File: src/pkg/fpg_pkg.sv
package fpg_pkg;

	// ****************************************
	// register map
	// ****************************************
	localparam int FPG_ADDR_W = 8;
	localparam logic [7:0] FPG_OFS_PINCTL = 8'h00;
	localparam logic [7:0] FPG_OFS_PINSTAT = 8'h04;

	// ****************************************
	// field layout and reset values
	// ****************************************
	localparam int FPG_NPINS = 4;
	localparam int FPG_LVL_LSB = 0;
	localparam int FPG_DIR_LSB = 4;
	localparam logic [3:0] FPG_DIR_RST = 4'hF;
	localparam logic [3:0] FPG_LVL_RST = 4'h0;

	typedef struct packed {
		logic [FPG_ADDR_W-1:0] addr;
		logic [7:0] wdata;
		logic wr;
		logic rd;
	} fpg_req_s;

	typedef struct packed {
		logic [3:0] out;
		logic [3:0] oe;
	} fpg_pad_s;

endpackage

File: src/hw/fpg_gpio.sv
// Design decisions made here: the register offsets and the address-and-strobe port.
`timescale 1ns/1ps
// How it works
// - upper nibble holds per-pin direction, 1 output, 0 input; resets to 1111
// - input pins report their current level in the lower-nibble bit on read
// - writing a data bit of an input pin never drives that pin
// - output pins drive the last written data bit; data bits reset to 0000
module fpg_gpio (
	input wire logic CLK_I,
	input wire logic RESETN_I,
	input wire logic [fpg_pkg::FPG_ADDR_W-1:0] ADDR_I,
	input wire logic [7:0] WDATA_I,
	input wire logic WR_I,
	input wire logic RD_I,
	output logic [7:0] RDATA_O,
	input wire logic [3:0] PIN_I,
	output logic [3:0] PIN_O,
	output logic [3:0] PIN_OE_O
);
	import fpg_pkg::*;

	// ****************************************
	// bus decode
	// ****************************************
	fpg_req_s req;
	logic [3:0] dir_q;
	logic [3:0] lvl_q;
	logic [7:0] rdata_d;
	logic [3:0] rd_level;
	logic hit_ctl;
	logic hit_stat;
	fpg_pad_s pad_d;

	function automatic logic hit(input logic [FPG_ADDR_W-1:0] a, input logic [7:0] ofs);
		hit = (a == ofs[FPG_ADDR_W-1:0]);
	endfunction

	assign req = '{addr: ADDR_I, wdata: WDATA_I, wr: WR_I, rd: RD_I};
	assign hit_ctl = hit(req.addr, FPG_OFS_PINCTL);
	assign hit_stat = hit(req.addr, FPG_OFS_PINSTAT);

	// ****************************************
	// per pin read level and drive
	// ****************************************
	genvar n;
	generate
		for (n = 0; n < FPG_NPINS; n++) begin : g_pin
			assign rd_level[n] = dir_q[n] ? lvl_q[n] : PIN_I[n];
			assign pad_d.oe[n] = dir_q[n];
			assign pad_d.out[n] = dir_q[n] & lvl_q[n];
		end
	endgenerate

	// status word: raw pin levels regardless of direction
	assign rdata_d = !req.rd ? 8'h00 :
		hit_ctl ? {dir_q, rd_level} :
		hit_stat ? {4'h0, PIN_I} : 8'h00;

	// ****************************************
	// registers
	// ****************************************
	always_ff @(posedge CLK_I or negedge RESETN_I) begin
		if (!RESETN_I) begin
			dir_q <= FPG_DIR_RST;
			lvl_q <= FPG_LVL_RST;
		end else if (req.wr && hit_ctl) begin
			dir_q <= req.wdata[FPG_DIR_LSB +: FPG_NPINS];
			lvl_q <= req.wdata[FPG_LVL_LSB +: FPG_NPINS];
		end
	end

	always_ff @(posedge CLK_I or negedge RESETN_I) begin
		if (!RESETN_I) begin
			RDATA_O <= 8'h00;
			PIN_O <= FPG_LVL_RST;
			PIN_OE_O <= FPG_DIR_RST;
		end else begin
			RDATA_O <= rdata_d;
			PIN_O <= pad_d.out;
			PIN_OE_O <= pad_d.oe;
		end
	end
endmodule

File: config.mk
export PLATFORM = sky130hd
export DESIGN_NAME = fpg_gpio
export DESIGN_NICKNAME = d
export VERILOG_FILES = /design/src/pkg/fpg_pkg.sv /design/src/hw/fpg_gpio.sv
export SDC_FILE = /design/constraint.sdc
export NUM_CORES = 1
export LEC_CHECK = 0
export BUFFER_PORTS_ARGS = -buffer_cell sky130_fd_sc_hd__buf_2
export CAP_MARGIN = 20
export CORE_MARGIN = 2
export CORE_UTILIZATION = 43
export CTS_BUF_LIST = sky130_fd_sc_hd__clkbuf_2 sky130_fd_sc_hd__clkbuf_4 sky130_fd_sc_hd__clkbuf_8
export DETAILED_ROUTE_END_ITERATION = 10
export HOLD_SLACK_MARGIN = 0.08
export PLACE_DENSITY = 0.77
export RECOVER_POWER = 25
export SETUP_SLACK_MARGIN = 0.1
export SYNTH_ARGS = -nofsm -noshare
export SYNTH_HDL_FRONTEND = slang
export SYNTH_SLANG_ARGS = --single-unit
File: constraint.sdc
create_clock -name CLK_I -period 1.05 [get_ports CLK_I]
set_clock_uncertainty 0.1 [all_clocks]
set_input_delay 0.2625 -clock CLK_I [delete_from_list [all_inputs] [get_ports CLK_I]]
set_output_delay 0.2625 -clock CLK_I [all_outputs]
set_load 0.03 [all_outputs]
# Word level (Yosys, flattened, before mapping)
# Index checks and enable logic that the tools add are counted.
[word_totals] inputBits=24 elab_cells=19 output_inout_bits=16 reg_bits=24
[classes] n_reduce_logical=2 n_bitwise=4 mux=7 eq_ne=1
[ops] operator="8-bit two-way mux" count=2
[ops] operator="8-bit by 3-bit == test with 1-bit output, second input constant" count=1
[ops] operator="8-bit logical NOT" count=1
[ops] operator="1-bit bitwise AND" count=4
[ops] operator="1-bit two-way mux" count=4
[ops] operator="4-bit two-way mux" count=1
[ops] operator="1-bit logical AND" count=1

# Longest topological paths before layout
# Gate-level depths: netlist of the first run.
[logic_depth] word_depth=4 ltp_mapped=3 mapped_depth_nobuf=3

# Worst setup path after synthesis of the first run
# OpenSTA, ideal clock, no wires.
[synth_path] path_kind="input to register" from="input ADDR_I[5] in the netlist's numbering" to="register lvl_q[0]" setup_slack_ns=-0.281 stages=3 setup_ns=0.125 path_buffers=0 t_required_ns=0.825 t_arrival_ns=1.106 cell_sequence="nor4_4 > nand3_4 > mux2_4"
[synth_between] elab_chain_len=2
[synth_lines] item="start, declared" line_no="fpg_gpio.sv:11" text="input wire logic [fpg_pkg::FPG_ADDR_W-1:0] ADDR_I,"
[synth_lines] item="8-bit logical NOT" line_no="fpg_gpio.sv:35" text="hit = (a == ofs[FPG_ADDR_W-1:0]);"
[synth_lines] item="1-bit logical AND" line_no="fpg_gpio.sv:66" text="end else if (req.wr && hit_ctl) begin"
[synth_lines] item="end signal, assigned" line_no="fpg_gpio.sv:68" text="lvl_q <= req.wdata[FPG_LVL_LSB +: FPG_NPINS];"
[synth_lines] item="end, declared" line_no="fpg_gpio.sv:27" text="logic [3:0] lvl_q;"
# No other way between the ends.
# A chain may end at the register's enable or synchronous reset.

# Worst setup path after layout of the first run
[layout_path] from="register PIN_OE_O[1]" to="output PIN_OE_O[1]"
[layout_rtl] item="start, declared" line_no="fpg_gpio.sv:18" text="output logic [3:0] PIN_OE_O"
[layout_rtl] item="start signal, assigned" line_no="fpg_gpio.sv:80" text="PIN_OE_O <= pad_d.oe;"
# No word-level cell between the ends.

==> results of run 1 <==
-- flip-flops by register name, indices dropped and copies added, names as in the netlist --
signal	cells
PIN_OE_O	4
PIN_O	4
lvl_q	4
dir_q	4
RDATA_O	8
-- final cells by class --
type                            instances  area [um^2]
Clock buffer                            4         36.3
Fill cell                             136          539
Multi-Input combinational cell         34          377
Sequential cell                        24          611
Tap cell                               27         33.8
Timing Repair Buffer                   48          405
-- cell usage after synthesis (all sizes together) --
| cell | instances |
|---|---|
| nor3 | 1 |
| dfstp | 8 |
| and3 | 1 |
| mux2i | 4 |
| dfrtp | 16 |
| and2 | 8 |
| nor2b | 4 |
| nor2 | 4 |
| nand3 | 2 |
| nor4 | 2 |
| mux2 | 8 |
-- power by group through the flow --
stage	sequential, W	clock [W]	combinational [W]
after floorplan	0.00101	0	0.0000472
after global routing	0.000977	0.000537	0.000222
after CTS	0.000971	0.000476	0.000207
final	0.000973	0.000470	0.000206
after global placement	0.000985	0	0.000181
after detailed placement	0.000986	0	0.000184
-- repair_timing --
| action | 4_1_cts | 5_1_grt |
|---|---|---|
| setup endpoints to repair | 32 | 36 |
| buffers inserted | 1 | 1 |
| pin swaps | 8 | 4 |
| resized for setup | 40 | 9 |
| hold endpoints to repair | 29 | 8 |
-- worst max-delay path by stage --
stage	slack, ns	cells past startpoint	from	endpoint
2_1_floorplan	-0.28	3	ADDR_I[5]	lvl_q[0]
3_3_place_gp	-0.42	4	ADDR_I[1]	lvl_q[3]
3_5_place_dp	-0.47	4	ADDR_I[5]	lvl_q[2]
4_1_cts	-0.30	1	PIN_OE_O[0]	PIN_OE_O[0]
5_1_grt	-0.36	1	PIN_OE_O[1]	PIN_OE_O[1]
6_report	-0.32	1	PIN_OE_O[1]	PIN_OE_O[1]
-- layer usage --
layer	part of all wire	vias to the layer above	global-route usage	routed length (um)
li1	-	302	-	-
met1	0.38	313	0.205	735
met2	0.55	29	0.296	1060
met3	0.045	2	0.0119	87
met4	0.015	0	0.0946	29
met5	0	-	0	0
-- stage by stage --
step	cells	cell area [um^2]	hold WS (ns)	power (W)
2_1_floorplan	58	968	-0.133	0.00105
3_3_place_gp	131	1260	0.107	0.00117
3_5_place_dp	131	1260	0.108	0.00117
4_1_cts	137	1450	0.0695	0.00165
5_1_grt	137	1460	0.0526	0.00174
6_report	137	1460	0.0741	0.00165
-- cells by family after synthesis --
logic type / synth area share
flops: 0.651
simple gates: 0.179
mux: 0.171
==> metrics.csv, run 1 <==
stage;metric;value;unit
job;maxCapViolCount;0;
final_layout;layout_common_cells;24 x buf_6, 19 x buf_2, 16 x dfrtp_1, 8 x dfstp_2, 8 x mux2_4;
worst_setup_path;rrSetupSlack;-0.10;ns
floorplanning;die_w;50.7;um
synthesis;avgSynthCellArea;16.2;um^2
worst_setup_path;critPathSlowestCell;dfstp_2;
status;status;finished with violations;
timing;fin_crit;1.37;ns
worst_setup_path;crit_chain;buf_6;
power;vdd_drop_max;747;uV
power;p_per_area;1130;nW/um^2
floorplanning;die_y;50.7;um
timing;grt_setup_unrepaired;true;
routing;avgViaCountPerCell;4.72;
timing;setup-tns-final;-4.13;ns
power;p_seq_frac;0.590;
timing;worst_slack;-0.318;ns
timing;max_slew_margin;0.791;
timing;maxSlewViolCount;0;
worst_hold_path;holdPathEnd;lvl_q[0];
clock_tree;h-tree-depth;1;
final_layout;syn_to_final_growth;55.9;%
floorplanning;ioPinCount;40;
routing;ant_nets;0;
power;clock_power_share;0.285;
floorplanning;rows;16;
worst_setup_path;rr_worst_depth;3;
synthesis;ys_seq_area_frac;0.651;
global_route;grt_overflow;0;
power;internal_power;0.00129;W
clock_tree;cts_inserted_buffers;3;
worst_setup_path;cp_top_family;flip-flops;
clock_tree;root_buffer;clkbuf_4;
worst_setup_path;crit_path_start_kind;register;
synthesis;syn-instance-count;58;
synthesis;yosys-top-cells-area;dfrtp_1 43%, dfstp_2 22%, mux2_4 13%;
synthesis;syn_area;938;um^2
status;violations;negative setup slack;
timing;final.period_utilization;1.30;
synthesis;synth.distinct_cells;12;
worst_setup_path;cpPeakStageDelay;0.56;ns
final_layout;finalNetCount;135;
floorplanning;core;2000;um^2
power;combPwrFrac;0.125;
clock_tree;hold_buffers;1;
final_layout;antenna_cells;0;
final_layout;layout-drive-gt1-share;0.736;
clock_tree;clock-sinks;24;
worst_hold_path;min_path_type;in -> reg;
worst_setup_path;cp-end-kind;output port;
place;preCtsSetupSlack;-0.466;ns
floorplanning;start_util;0.469;
clock_tree;clk_pin_slew;0.12;ns
final_layout;utilization;0.731;
routing;wl_per_cell;14.0;um
floorplanning;dieArea;2570;um^2
worst_setup_path;crit_required;0.69;ns
synthesis;synthesis.nets;82;
routing;wirelength;1.91;mm
timing;finalSetupViolations;28;
synthesis;synth_top_cell_area_share;0.427;
worst_setup_path;arrival;1.01;ns
place;portBuffers;39;
worst_setup_path;critPathMaxFanout;1;
clock_tree;clk_latency;0.31;ns
global_route;grt_pass1_wl;3.13;mm
global_route;antenna_found_initial;0;
synthesis;synth_seq_cells;24;
global_route;grt_use_total;0.169;
final_layout;final_common_cell;buf_6;
worst_setup_path;r2r_start;dir_q[1];
place;dp_hpwl;1.34;mm
clock_tree;clk_path_buf_depth;2;
place;place_congestion;0.764;
global_route;grt_max_degree;25;
clock_tree;cts_tree;done;
worst_setup_path;r2r_end;RDATA_O[1];
worst_hold_path;worstHoldStart;WDATA_I[0];
synthesis;ys_warn_count;0;
power;power.leakage;0.716;nW
synthesis;synth_top_cell_by_area;dfrtp_1;
timing;tightest_slew;0.313;ns
worst_setup_path;critPathKind;reg -> out;
routing;drc;0;
routing;drt_iter0_markers;1;
timing;max_freq;731;MHz
timing;finalHoldViolCount;0;
power;sw_frac_of_total;0.220;
routing;vias;646;
routing;first_pass_iters;2;
global_route;grt_pass1_vias;678;
power;power.switching;0.000363;W
worst_setup_path;crit_buf_inv;1;
worst_hold_path;worstHoldPathCells;2;
Power figures use the tool's default switching activity.
==> inputs of run 2 (changes only) <==
--- a/config.mk
+++ b/config.mk
@@ -12,7 +12,7 @@
 export CTS_BUF_LIST = sky130_fd_sc_hd__clkbuf_2 sky130_fd_sc_hd__clkbuf_4 sky130_fd_sc_hd__clkbuf_8
 export DETAILED_ROUTE_END_ITERATION = 10
 export HOLD_SLACK_MARGIN = 0.08
-export PLACE_DENSITY = 0.77
+export PLACE_DENSITY = 0.75
 export RECOVER_POWER = 25
 export SETUP_SLACK_MARGIN = 0.1
 export SYNTH_ARGS = -nofsm -noshare
==> run 2 against run 1 <==
Effect of this change:
- the run still ends with negative setup slack left
- register-to-register slack is essentially flat
- clock power down 11%
- wire length fell by 9.6%
- count of clock-buffer cells in the layout stayed put
- critical path depth unchanged
- sequential power hardly changed
==> metrics.csv, run 2 (synthesized netlist as in run 1, its figures left out) <==
stage;metric;value;unit;change
place;place_congestion;0.737;;-3.5%
final_layout;antenna_cells;0;;unchanged
power;power.leakage;0.702;nW;-2.0%
place;dp_hpwl;1.37;mm;+2.3%
clock_tree;cts_inserted_buffers;3;;unchanged
worst_setup_path;crit_buf_inv;1;;unchanged
worst_setup_path;crit_required;0.69;ns;about the same
clock_tree;clock-sinks;24;;unchanged
routing;ant_nets;0;;unchanged
timing;max_slew_margin;0.790;;-0.000863
timing;maxSlewViolCount;0;;unchanged
floorplanning;rows;16;;unchanged
place;portBuffers;39;;unchanged
place;dpl_cell_area;1260;um^2;unchanged
global_route;grt_max_degree;25;;unchanged
routing;wirelength;1.73;mm;-9.6%
timing;finalHoldViolCount;0;;unchanged
final_layout;nFillCells;126;;-7.4%
worst_setup_path;crit_chain;buf_6;;
timing;finalSetupViolations;31;;+11%
floorplanning;dieArea;2570;um^2;unchanged
clock_tree;root_buffer;clkbuf_4;;
global_route;grt_use_total;0.161;;-0.00805
final_layout;layout-drive-gt1-share;0.706;;-0.0299
clock_tree;cts_tree;done;;
final_layout;finalNetCount;134;;-0.74%
worst_setup_path;cp_top_family;flip-flops;;
power;p_per_area;1110;nW/um^2;-1.7%
worst_setup_path;critPathMaxFanout;1;;unchanged
timing;fin_crit;1.34;ns;-0.0314 ns
worst_setup_path;crit_path_start_kind;register;;
final_layout;layout_common_cells;23 x buf_6, 20 x buf_2, 16 x dfrtp_1, 8 x dfstp_2, 8 x mux2_4;;
timing;grt_setup_unrepaired;true;;
power;vdd_drop_max;611;uV;-18%
routing;drt_iter0_markers;4;;+3
final_layout;largest_reg_flops;8;;unchanged
final_layout;final_common_cell;buf_6;;
worst_setup_path;arrival;0.97;ns;-0.04 ns
status;status;finished with violations;;
routing;avgViaCountPerCell;4.49;;-4.9%
worst_setup_path;cp-end-kind;output port;;
power;power;0.00159;W;-3.5%
worst_hold_path;min_path_type;in -> reg;;
status;violations;negative setup slack;;
routing;first_pass_iters;3;;+1
timing;max_freq;748;MHz;+2.4%
clock_tree;h-tree-depth;1;;unchanged
routing;vias;610;;-5.6%
worst_setup_path;cpPeakStageDelay;0.55;ns;about the same
routing;wl_per_cell;12.7;um;-8.9%
global_route;grt_overflow;0;;unchanged
final_layout;regMostFlops;RDATA_O;;
clock_tree;clk_pin_slew;0.12;ns;about the same
floorplanning;die_y;50.7;um;unchanged
clock_tree;clk_latency;0.30;ns;about the same
clock_tree;clk_path_buf_depth;2;;unchanged
floorplanning;core;2000;um^2;unchanged
floorplanning;ioPinCount;40;;unchanged
timing;tightest_slew;0.312;ns;-0.00105 ns
global_route;antenna_found_initial;0;;unchanged
final_layout;syn_to_final_growth;52.9;%;
global_route;grt_pass1_wl;3.01;mm;-3.7%
final_layout;postLayoutCellArea;1440;um^2;-1.9%
job;maxCapViolCount;0;;unchanged
clock_tree;hold_buffers;1;;unchanged
global_route;grt_pass1_vias;654;;-3.5%
timing;setup-tns-final;-3.98;ns;+0.155 ns
worst_setup_path;critPathKind;reg -> out;;
routing;drc;0;;unchanged
floorplanning;start_util;0.469;;unchanged
timing;worst_slack;-0.286;ns;+0.0314 ns
floorplanning;die_w;50.7;um;unchanged
worst_setup_path;critPathSlowestCell;dfstp_2;;
timing;final.period_utilization;1.27;;-0.0299
-- run 2: cell types whose count changed in the layout (fill, tap and decap cells not counted), sizes merged --
cell	change
buf	-1
-- run 2: timing repair --
item / 4_1_cts / 5_1_grt
setup endpoints to repair: 32 / 36
hold endpoints to repair: 25 / 6
buffers inserted: 0 / 1
gates resized for setup: 37 / 6
pin swaps: 4 / 0
-- run 2: path summary, 6_finish.rpt --
path | startpoint | end | slack (ns) | cells after the start
max | PIN_OE_O[3] | PIN_OE_O[3] | -0.29 | 1
min | WDATA_I[3] | lvl_q[3] | 0.08 | 2
max reg2reg | dir_q[1] | RDATA_O[1] | -0.11 | 3
min reg2reg | dir_q[2] | PIN_OE_O[2] | 0.38 | 1
max in group asynchronous | RESETN_I | dir_q[0] | 0.18 | 3
min in group asynchronous | RESETN_I | RDATA_O[2] | 0.38 | 3
-- run 2: metal layers --
metal	global-route usage	part of all wire
met1	0.205	0.42
met2	0.274	0.53
met3	0.0119	0.039
met4	0.0811	0.011
met5	0	0
-- run 2: area by class of cell --
type / count / area [um^2] / area share
multi-input cells: 34 / 369 / 0.257
well taps: 27 / 33.8 / 0.0235
flip-flops and latches: 24 / 611 / 0.425
repair buffers: 47 / 392 / 0.273
clock buffers: 4 / 30.0 / 0.0209
-- run 2: report_power, final --
group / leakage, nW / switching (W) / internal, W
logic: 0.378 / 0.0000865 / 0.000112
registers: 0.306 / 0.0000154 / 0.000959
clock network: 0.0184 / 0.000245 / 0.000173
-- run 2: per-stage QoR --
stage               std cells  hold WS, ns  setup slack (ns)  utilization
floorplan                  58       -0.133            -0.281            -
global placement          131        0.108            -0.424        0.631
detailed placement        131        0.109            -0.487        0.631
CTS                       136       0.0783            -0.288        0.713
global route              136       0.0575            -0.326        0.717
finish                    136       0.0826            -0.286        0.717
